--- src/trim_pkg.sv ---
package trim_pkg;
  localparam int unsigned NUM_AXES = 3;
  localparam int unsigned ADDR_W = 8;
  localparam int unsigned DATA_W = 8;
  localparam int unsigned SCALE_W = 9;
  localparam int unsigned ZERO_W = 15;
  localparam int unsigned SAMPLE_W = 16;
  // register offsets
  localparam logic [7:0] X_ZERO_LOW_ADDR = 8'h2a;
  localparam logic [7:0] X_ZERO_UPPER_ADDR = 8'h2b;
  localparam logic [7:0] Y_ZERO_LOW_ADDR = 8'h2c;
  localparam logic [7:0] Y_ZERO_UPPER_ADDR = 8'h2d;
  localparam logic [7:0] Z_ZERO_LOW_ADDR = 8'h2e;
  localparam logic [7:0] Z_ZERO_UPPER_ADDR = 8'h2f;
  localparam logic [7:0] X_SCALE_LOW_ADDR = 8'h30;
  localparam logic [7:0] Y_SCALE_LOW_ADDR = 8'h31;
  localparam logic [7:0] Z_SCALE_LOW_ADDR = 8'h32;
  // field positions within the upper register
  localparam int unsigned UPPER_SCALE_BIT = 7;
  localparam int unsigned UPPER_ZERO_MSB = 6;
  // unity gain: trim of 256 means a factor of one
  localparam int unsigned SCALE_FRAC_W = 8;
endpackage
--- src/trim_load_if.sv ---
`timescale 1ns/1ps
`default_nettype none
interface trim_load_if;
  logic load;
  logic [8:0] scale;
  logic [14:0] zero;
  modport src (output load, scale, zero);
  modport dst (input load, scale, zero);
endinterface
`default_nettype wire

--- src/axis_gain_trim_registers.sv ---
`timescale 1ns/1ps
`default_nettype none
// Overview of operation
// - three unsigned nine-bit gain trims, one per axis
// - x gain low at 0x30, msb 0x2b bit7
// - y gain low at 0x31, msb 0x2d bit7
// - z gain low at 0x32, msb 0x2f bit7
// - offset field is signed fifteen-bit value
// - reset loads per-chip factory calibration values
module axis_gain_trim_registers #(
  parameter logic [8:0] X_SCALE_FACTORY = 9'h100,
  parameter logic [8:0] Y_SCALE_FACTORY = 9'h100,
  parameter logic [8:0] Z_SCALE_FACTORY = 9'h100,
  parameter logic [14:0] X_ZERO_FACTORY = 15'h0000,
  parameter logic [14:0] Y_ZERO_FACTORY = 15'h0000,
  parameter logic [14:0] Z_ZERO_FACTORY = 15'h0000
) (
  input wire logic clk_in,
  input wire logic sys_rst_in,
  input wire logic wr_en_in,
  input wire logic [7:0] wr_addr_in,
  input wire logic [7:0] wr_data_in,
  input wire logic sample_valid_in,
  input wire logic [15:0] x_raw_in,
  input wire logic [15:0] y_raw_in,
  input wire logic [15:0] z_raw_in,
  output logic [15:0] x_result_out,
  output logic [15:0] y_result_out,
  output logic [15:0] z_result_out,
  output logic [8:0] x_scale_trim_out,
  output logic [8:0] y_scale_trim_out,
  output logic [8:0] z_scale_trim_out,
  output logic [14:0] x_zero_trim_out,
  output logic [14:0] y_zero_trim_out,
  output logic [14:0] z_zero_trim_out
);
  localparam logic [8:0] SCALE_FACTORY [3] = '{X_SCALE_FACTORY, Y_SCALE_FACTORY,
                                              Z_SCALE_FACTORY};
  localparam logic [14:0] ZERO_FACTORY [3] = '{X_ZERO_FACTORY, Y_ZERO_FACTORY,
                                              Z_ZERO_FACTORY};
  localparam logic [7:0] LOW_ZERO_ADDR [3] = '{trim_pkg::X_ZERO_LOW_ADDR,
                                              trim_pkg::Y_ZERO_LOW_ADDR, trim_pkg::Z_ZERO_LOW_ADDR};
  localparam logic [7:0] UPPER_ADDR [3] = '{trim_pkg::X_ZERO_UPPER_ADDR,
                                           trim_pkg::Y_ZERO_UPPER_ADDR, trim_pkg::Z_ZERO_UPPER_ADDR};
  localparam logic [7:0] SCALE_ADDR [3] = '{trim_pkg::X_SCALE_LOW_ADDR,
                                           trim_pkg::Y_SCALE_LOW_ADDR, trim_pkg::Z_SCALE_LOW_ADDR};

  logic [8:0] scale_r [3];
  logic [14:0] zero_r [3];
  logic [15:0] raw [3];
  logic [15:0] result [3];
  trim_load_if trim_bus [3] ();

  // address match helper
  function automatic logic hit(input logic en, input logic [7:0] a, input logic [7:0] b);
    hit = en && (a == b);
  endfunction

  assign raw[0] = x_raw_in;
  assign raw[1] = y_raw_in;
  assign raw[2] = z_raw_in;

  ////////////////////////////////////////////////////////////////////////////
  // per-axis trim storage and datapath
  genvar g;
  generate
    for (g = 0; g < 3; g++) begin : axis
      logic wr_upper;
      logic wr_zero_low;
      logic wr_scale_low;
      logic [8:0] scale_nxt;
      logic [14:0] zero_nxt;

      // decode writes for this axis
      assign wr_upper = hit(wr_en_in, wr_addr_in, UPPER_ADDR[g]);
      assign wr_zero_low = hit(wr_en_in, wr_addr_in, LOW_ZERO_ADDR[g]);
      assign wr_scale_low = hit(wr_en_in, wr_addr_in, SCALE_ADDR[g]);

      // whole byte written; host keeps neighbours via a shadow copy of the upper byte
      assign scale_nxt = {wr_upper ? wr_data_in[trim_pkg::UPPER_SCALE_BIT] : scale_r[g][8],
                          wr_scale_low ? wr_data_in : scale_r[g][7:0]};
      assign zero_nxt = {wr_upper ? wr_data_in[trim_pkg::UPPER_ZERO_MSB:0] : zero_r[g][14:8],
                         wr_zero_low ? wr_data_in : zero_r[g][7:0]};

      // factory values at reset, host may overwrite
      always_ff @(posedge clk_in or posedge sys_rst_in) begin
        if (sys_rst_in) begin
          scale_r[g] <= SCALE_FACTORY[g];
          zero_r[g] <= ZERO_FACTORY[g];
        end else begin
          scale_r[g] <= scale_nxt;
          zero_r[g] <= zero_nxt;
        end
      end

      assign trim_bus[g].load = sample_valid_in;
      assign trim_bus[g].scale = scale_r[g];
      assign trim_bus[g].zero = zero_r[g];

      // gain and offset applied before readout
      axis_trim_apply u_apply (
        .clk_in(clk_in),
        .sys_rst_in(sys_rst_in),
        .valid_in(trim_bus[g].load),
        .raw_in(raw[g]),
        .scale_in(trim_bus[g].scale),
        .zero_in(trim_bus[g].zero),
        .result_out(result[g])
      );
    end
  endgenerate

  ////////////////////////////////////////////////////////////////////////////
  // outputs straight from flip-flops
  assign x_result_out = result[0];
  assign y_result_out = result[1];
  assign z_result_out = result[2];
  assign x_scale_trim_out = scale_r[0];
  assign y_scale_trim_out = scale_r[1];
  assign z_scale_trim_out = scale_r[2];
  assign x_zero_trim_out = zero_r[0];
  assign y_zero_trim_out = zero_r[1];
  assign z_zero_trim_out = zero_r[2];
endmodule
`default_nettype wire

--- src/axis_trim_apply.sv ---
`timescale 1ns/1ps
`default_nettype none
module axis_trim_apply (
  input wire logic clk_in,
  input wire logic sys_rst_in,
  input wire logic valid_in,
  input wire logic signed [15:0] raw_in,
  input wire logic [8:0] scale_in,
  input wire logic signed [14:0] zero_in,
  output logic signed [15:0] result_out
);
  logic signed [26:0] prod;
  logic signed [26:0] shifted;
  logic signed [27:0] sum;
  logic signed [15:0] sat;

  // gain multiply, unity at 256, then offset add and saturate
  assign prod = 27'(raw_in * $signed({1'b0, scale_in}));
  assign shifted = prod >>> trim_pkg::SCALE_FRAC_W;
  assign sum = 28'(shifted) + 28'(zero_in);
  assign sat = (sum > 28'sh0007fff) ? 16'sh7fff :
               (sum < -28'sh0008000) ? -16'sh8000 : 16'(sum);

  always_ff @(posedge clk_in or posedge sys_rst_in) begin
    if (sys_rst_in) begin
      result_out <= 16'sh0000;
    end else if (valid_in) begin
      result_out <= sat;
    end
  end
endmodule
`default_nettype wire

--- config.mk ---
export PLATFORM = sky130hd
export DESIGN_NAME = axis_gain_trim_registers
export DESIGN_NICKNAME = d
export VERILOG_FILES = /design/src/trim_pkg.sv /design/src/trim_load_if.sv /design/src/axis_gain_trim_registers.sv /design/src/axis_trim_apply.sv
export SDC_FILE = /design/constraint.sdc
export NUM_CORES = 1
export LEC_CHECK = 0
export ABC_AREA = 1
export BUFFER_PORTS_ARGS = -buffer_cell sky130_fd_sc_hd__buf_2
export CORE_ASPECT_RATIO = 0.9
export CORE_MARGIN = 1
export CORE_UTILIZATION = 45
export CTS_CLUSTER_SIZE = 14
export DETAILED_ROUTE_END_ITERATION = 10
export GPL_TIMING_DRIVEN = 0
export PLACE_DENSITY = 0.61
export SYNTH_ARGS = -nofsm -noshare
export SYNTH_HDL_FRONTEND = slang
export SYNTH_HIERARCHICAL = 1
export SYNTH_SLANG_ARGS = --single-unit
--- constraint.sdc ---
create_clock -name clk_in -period 11 [get_ports clk_in]
set_input_delay 1.1 -clock clk_in [delete_from_list [all_inputs] [get_ports clk_in]]
set_output_delay 1.1 -clock clk_in [all_outputs]
set_load 0.05 [all_outputs]
==> summary.md <==
| Metric | Value |
|---|---|
| Avg Inst Size Synth | approximately 7.5 um2 |
| Die area | 55540 um2 |
| Worst EP arrival | 8.20 ns |
| Largest net degree at the start of global routing | 70 |
| RD Place Congestion | 0.8898 |
| Worst path slowest cell | fa_1 |
| Hold buffer count at cts | 0 |
| HP Start | axis[0].u_apply/result_out[15] |
| Slew @ Worst Pin | 0.8045 ns |
| Reg clk slew, reported paths | 0.06 ns |
| Most used cell, CP | nand2_1 |
| Sinks on Clock Net | between 100 and 150 |
| Most common cell after layout, fill and taps aside | nand2_1 |
| Antenna Nets Post-Route | 0 |
| Post-CTS Setup Repair Bufs | 0 |
| Reg2reg end | axis[1].u_apply/result_out[6] |
| H-tree lvl count | 4 |
| Setup Crit Path Kind | register to register |
| Horiz. Die Dim | 248.3 um |
| Syn Nets | 3952 |
| Tcrit/Tclk final | 71.79% |
| Core area | between 50000 and 60000 um2 |
| Worst Slack Setup Final | 3.103 ns |
| Status | finished, final reports clean |
| Maximum buffer depth of the clock tree | 2 |
| Crit path max fanout | 10 |
| DP HPWL | 56040 um |
| Crit. End Element | register |
| Sequential share of the synthesized area | between 10% and 20% |
| Flop-to-flop setup slack | 3.10 ns |
| Register bit total from synthesis | 120 |
| CP Launch Point | y_scale_trim_out[3] |
| # port buffers | roughly 130 |
| Layout Utilization | 49.99% |
| Post-Place Cells | about 4100 |
| Synthesized instance count | 3296 |
| Layout cell share with drive strength beyond 1 | under 10% |
| Async set-reset flop share out of synthesis | 100.0% |
| Via count | around 21000 |
| Critical Path RT | 11.31 ns |
| Place WS | 2.842 ns |
| Origin of the critical flop-to-flop path | y_scale_trim_out[3] |
| Number of synthesized flops with an enable pin | 0 |
| DRC viols | 0 |
| Total Routed Length | 66250 um |
| Max Fclk | between 100 and 150 MHz |
| Number of global-route vias before repair | between 20000 and 25000 |
| Top FF cell, synth | dfrtp_1 |
| YS warnings | 6 |
| Fin. Hold Viols | 0 |
| CTS tree | done |
| Most frequent cells in the layout | 958 x nand2_1, 729 x inv_1, 366 x fa_1 |
| Cell depth of the worst flop-to-flop path | 33 |
| Total CTS buffers | 17 |
| Post-Layout Cell Count | 4160 |
| Syn-to-layout area delta | 8.733% |
| Worst-skew pair later-pin latency | 0.43 ns |
| Initial antenna violation count | 5 |
| Num ports | 188 |
| Slew headroom | a little under half |
| CTS root buf | clkbuf_16 |
| Max incr delay on CP | around 0.56 ns |
| Num rows | 80 |
| Detailed Route Iter0 Violations | 1341 |
| Worst hold path type | register to register |
| Peak supply drop | ~0.17 mV |
| Cell area power density | 106.3 nW/um2 |
| Total grt overflow | 0 |
| First-pass GRT wire length | 108200 um |
| Tot GR Track Use | roughly 25% |
| Vias per cell | ~5 |
| Pre-antenna DRT Iters | 6 |
| Clk_skew | 0.01102 ns |
| Tmin final | slightly below 8 ns |
| RSZ-0062 raised after global routing | false |
| CP endpoint | axis[1].u_apply/result_out[6] |
| Avg WL per Cell | 15.93 um |
| Lkg Pwr | between 0.015 and 0.02 uW |
| Die H | around 220 um |
| Post_cts resized | 0 |
| Final #Nets | ~4100 |
| Cell Area, Synth | 24570 um2 |
| Startpoint type of the worst setup path | register |
| Netlist cell types | just under 50 |
| Setup TNS | 0 ns |
| Starting Density | 45.97% |
| Max Cap Violations | 0 |
| Setup violators final | 0 |
| Final Max Slew Viols | 0 |
routing by layer:
layer / routed length, um / track usage, % / up-vias
met5: 47 / 0 / -
met4: 540 / 3.167 / 8
met3: 3874 / 2.851 / 44
met2: 30370 / 39.98 / 494
met1: 31420 / 36.99 / 9999
li1: - / - / 10150
per-stage QoR:
step,hold WS (ns),area (um2),total power (uW)
finish,0.4849,26720,2841
global route,0.5270,26710,3071
CTS,0.4837,26710,2867
detailed placement,0.4659,26130,2294
global placement,0.4735,26100,2282
floorplan,0.5768,24570,1874
layout make-up:
cell class / count / area (um2)
Antenna cell: 3 / 7.507
Buffer: 122 / 561.8
Clock buffer: 18 / 429.2
Clock inverter: 14 / 151.4
Fill cell: 5487 / 26730
Inverter: 735 / 2761
Multi-Input combinational cell: 2319 / 18250
Sequential cell: 120 / 3007
Tap cell: 697 / 872.1
Timing Repair Buffer: 132 / 683.2
where the power goes:
group          switching, uW  total (uW)  internal (uW)  leakage (uW)
Clock                    227         561            334      0.000269
Sequential              77.7         618            541       0.00153
Combinational           1160        1660            501        0.0151
Total                   1470        2840           1380        0.0169
flip-flops by register name, summed over array words and instances (netlist names):
signal,cells
axis.u_apply/result_out,48
x_zero_trim_out,15
y_zero_trim_out,15
z_zero_trim_out,15
x_scale_trim_out,9
y_scale_trim_out,9
z_scale_trim_out,9
cells in the mapped netlist, types with 4 or more instances:
| cell | count | area [um2] |
|---|---|---|
| nor2_2 | 13 | 81.33 |
| nor2_1 | 140 | 525.5 |
| a21oi_1 | 149 | 745.7 |
| nor3_1 | 17 | 85.08 |
| o21ai_0 | 47 | 235.2 |
| nand4_1 | 13 | 81.33 |
| a21o_1 | 9 | 67.56 |
| clkbuf_1 | 105 | 394.1 |
| inv_1 | 730 | 2740 |
| ha_1 | 222 | 2778 |
| xor2_1 | 73 | 639.4 |
| fa_1 | 366 | 7327 |
| a31oi_1 | 14 | 87.58 |
| dfrtp_1 | 117 | 2928 |
| buf_4 | 7 | 52.55 |
| nand3_2 | 9 | 90.09 |
| nor4_1 | 4 | 25.02 |
| buf_6 | 4 | 45.04 |
| o21bai_1 | 12 | 90.09 |
| nand2_2 | 26 | 162.7 |
| nand2_1 | 958 | 3596 |
| nand3_1 | 146 | 730.7 |
| nand2_4 | 4 | 45.04 |
| a21oi_2 | 33 | 289.0 |
| inv_2 | 5 | 18.77 |
| xnor2_1 | 35 | 306.5 |
worst min path at each step:
stage                     slack, ns  cells past startpoint                        endpoint
after detailed placement       0.47                      2  axis[0].u_apply/result_out[15]
after global placement         0.47                      2  axis[2].u_apply/result_out[15]
after global routing           0.53                      2             y_scale_trim_out[8]
final                          0.48                      2  axis[0].u_apply/result_out[15]
after floorplan                0.58                      2             z_scale_trim_out[8]
after CTS                      0.48                      2  axis[0].u_apply/result_out[15]
critical path: cells and delay by family (launching register included):
| kind | cells | cell delay [ns] |
|---|---|---|
| compound gates | 4 | 0.60 |
| xor+xnor | 1 | 0.27 |
| fa+ha+maj | 7 | 3.35 |
| buf+inv | 7 | 1.35 |
| flops | 1 | 0.41 |
| simple gates | 14 | 1.76 |
cells by family after synthesis:
logic type,Yosys count,share of synthesized area [%]
AND/OR/NAND/NOR,1341,22.46
XOR/XNOR,108,3.849
AO/OA/AOI/OAI,282,6.823
flip-flops,120,12.24
adder cells (fa/ha/maj),588,41.12
buffers and inverters,857,13.51
Note: power is estimated with default switching activity, not from simulation.
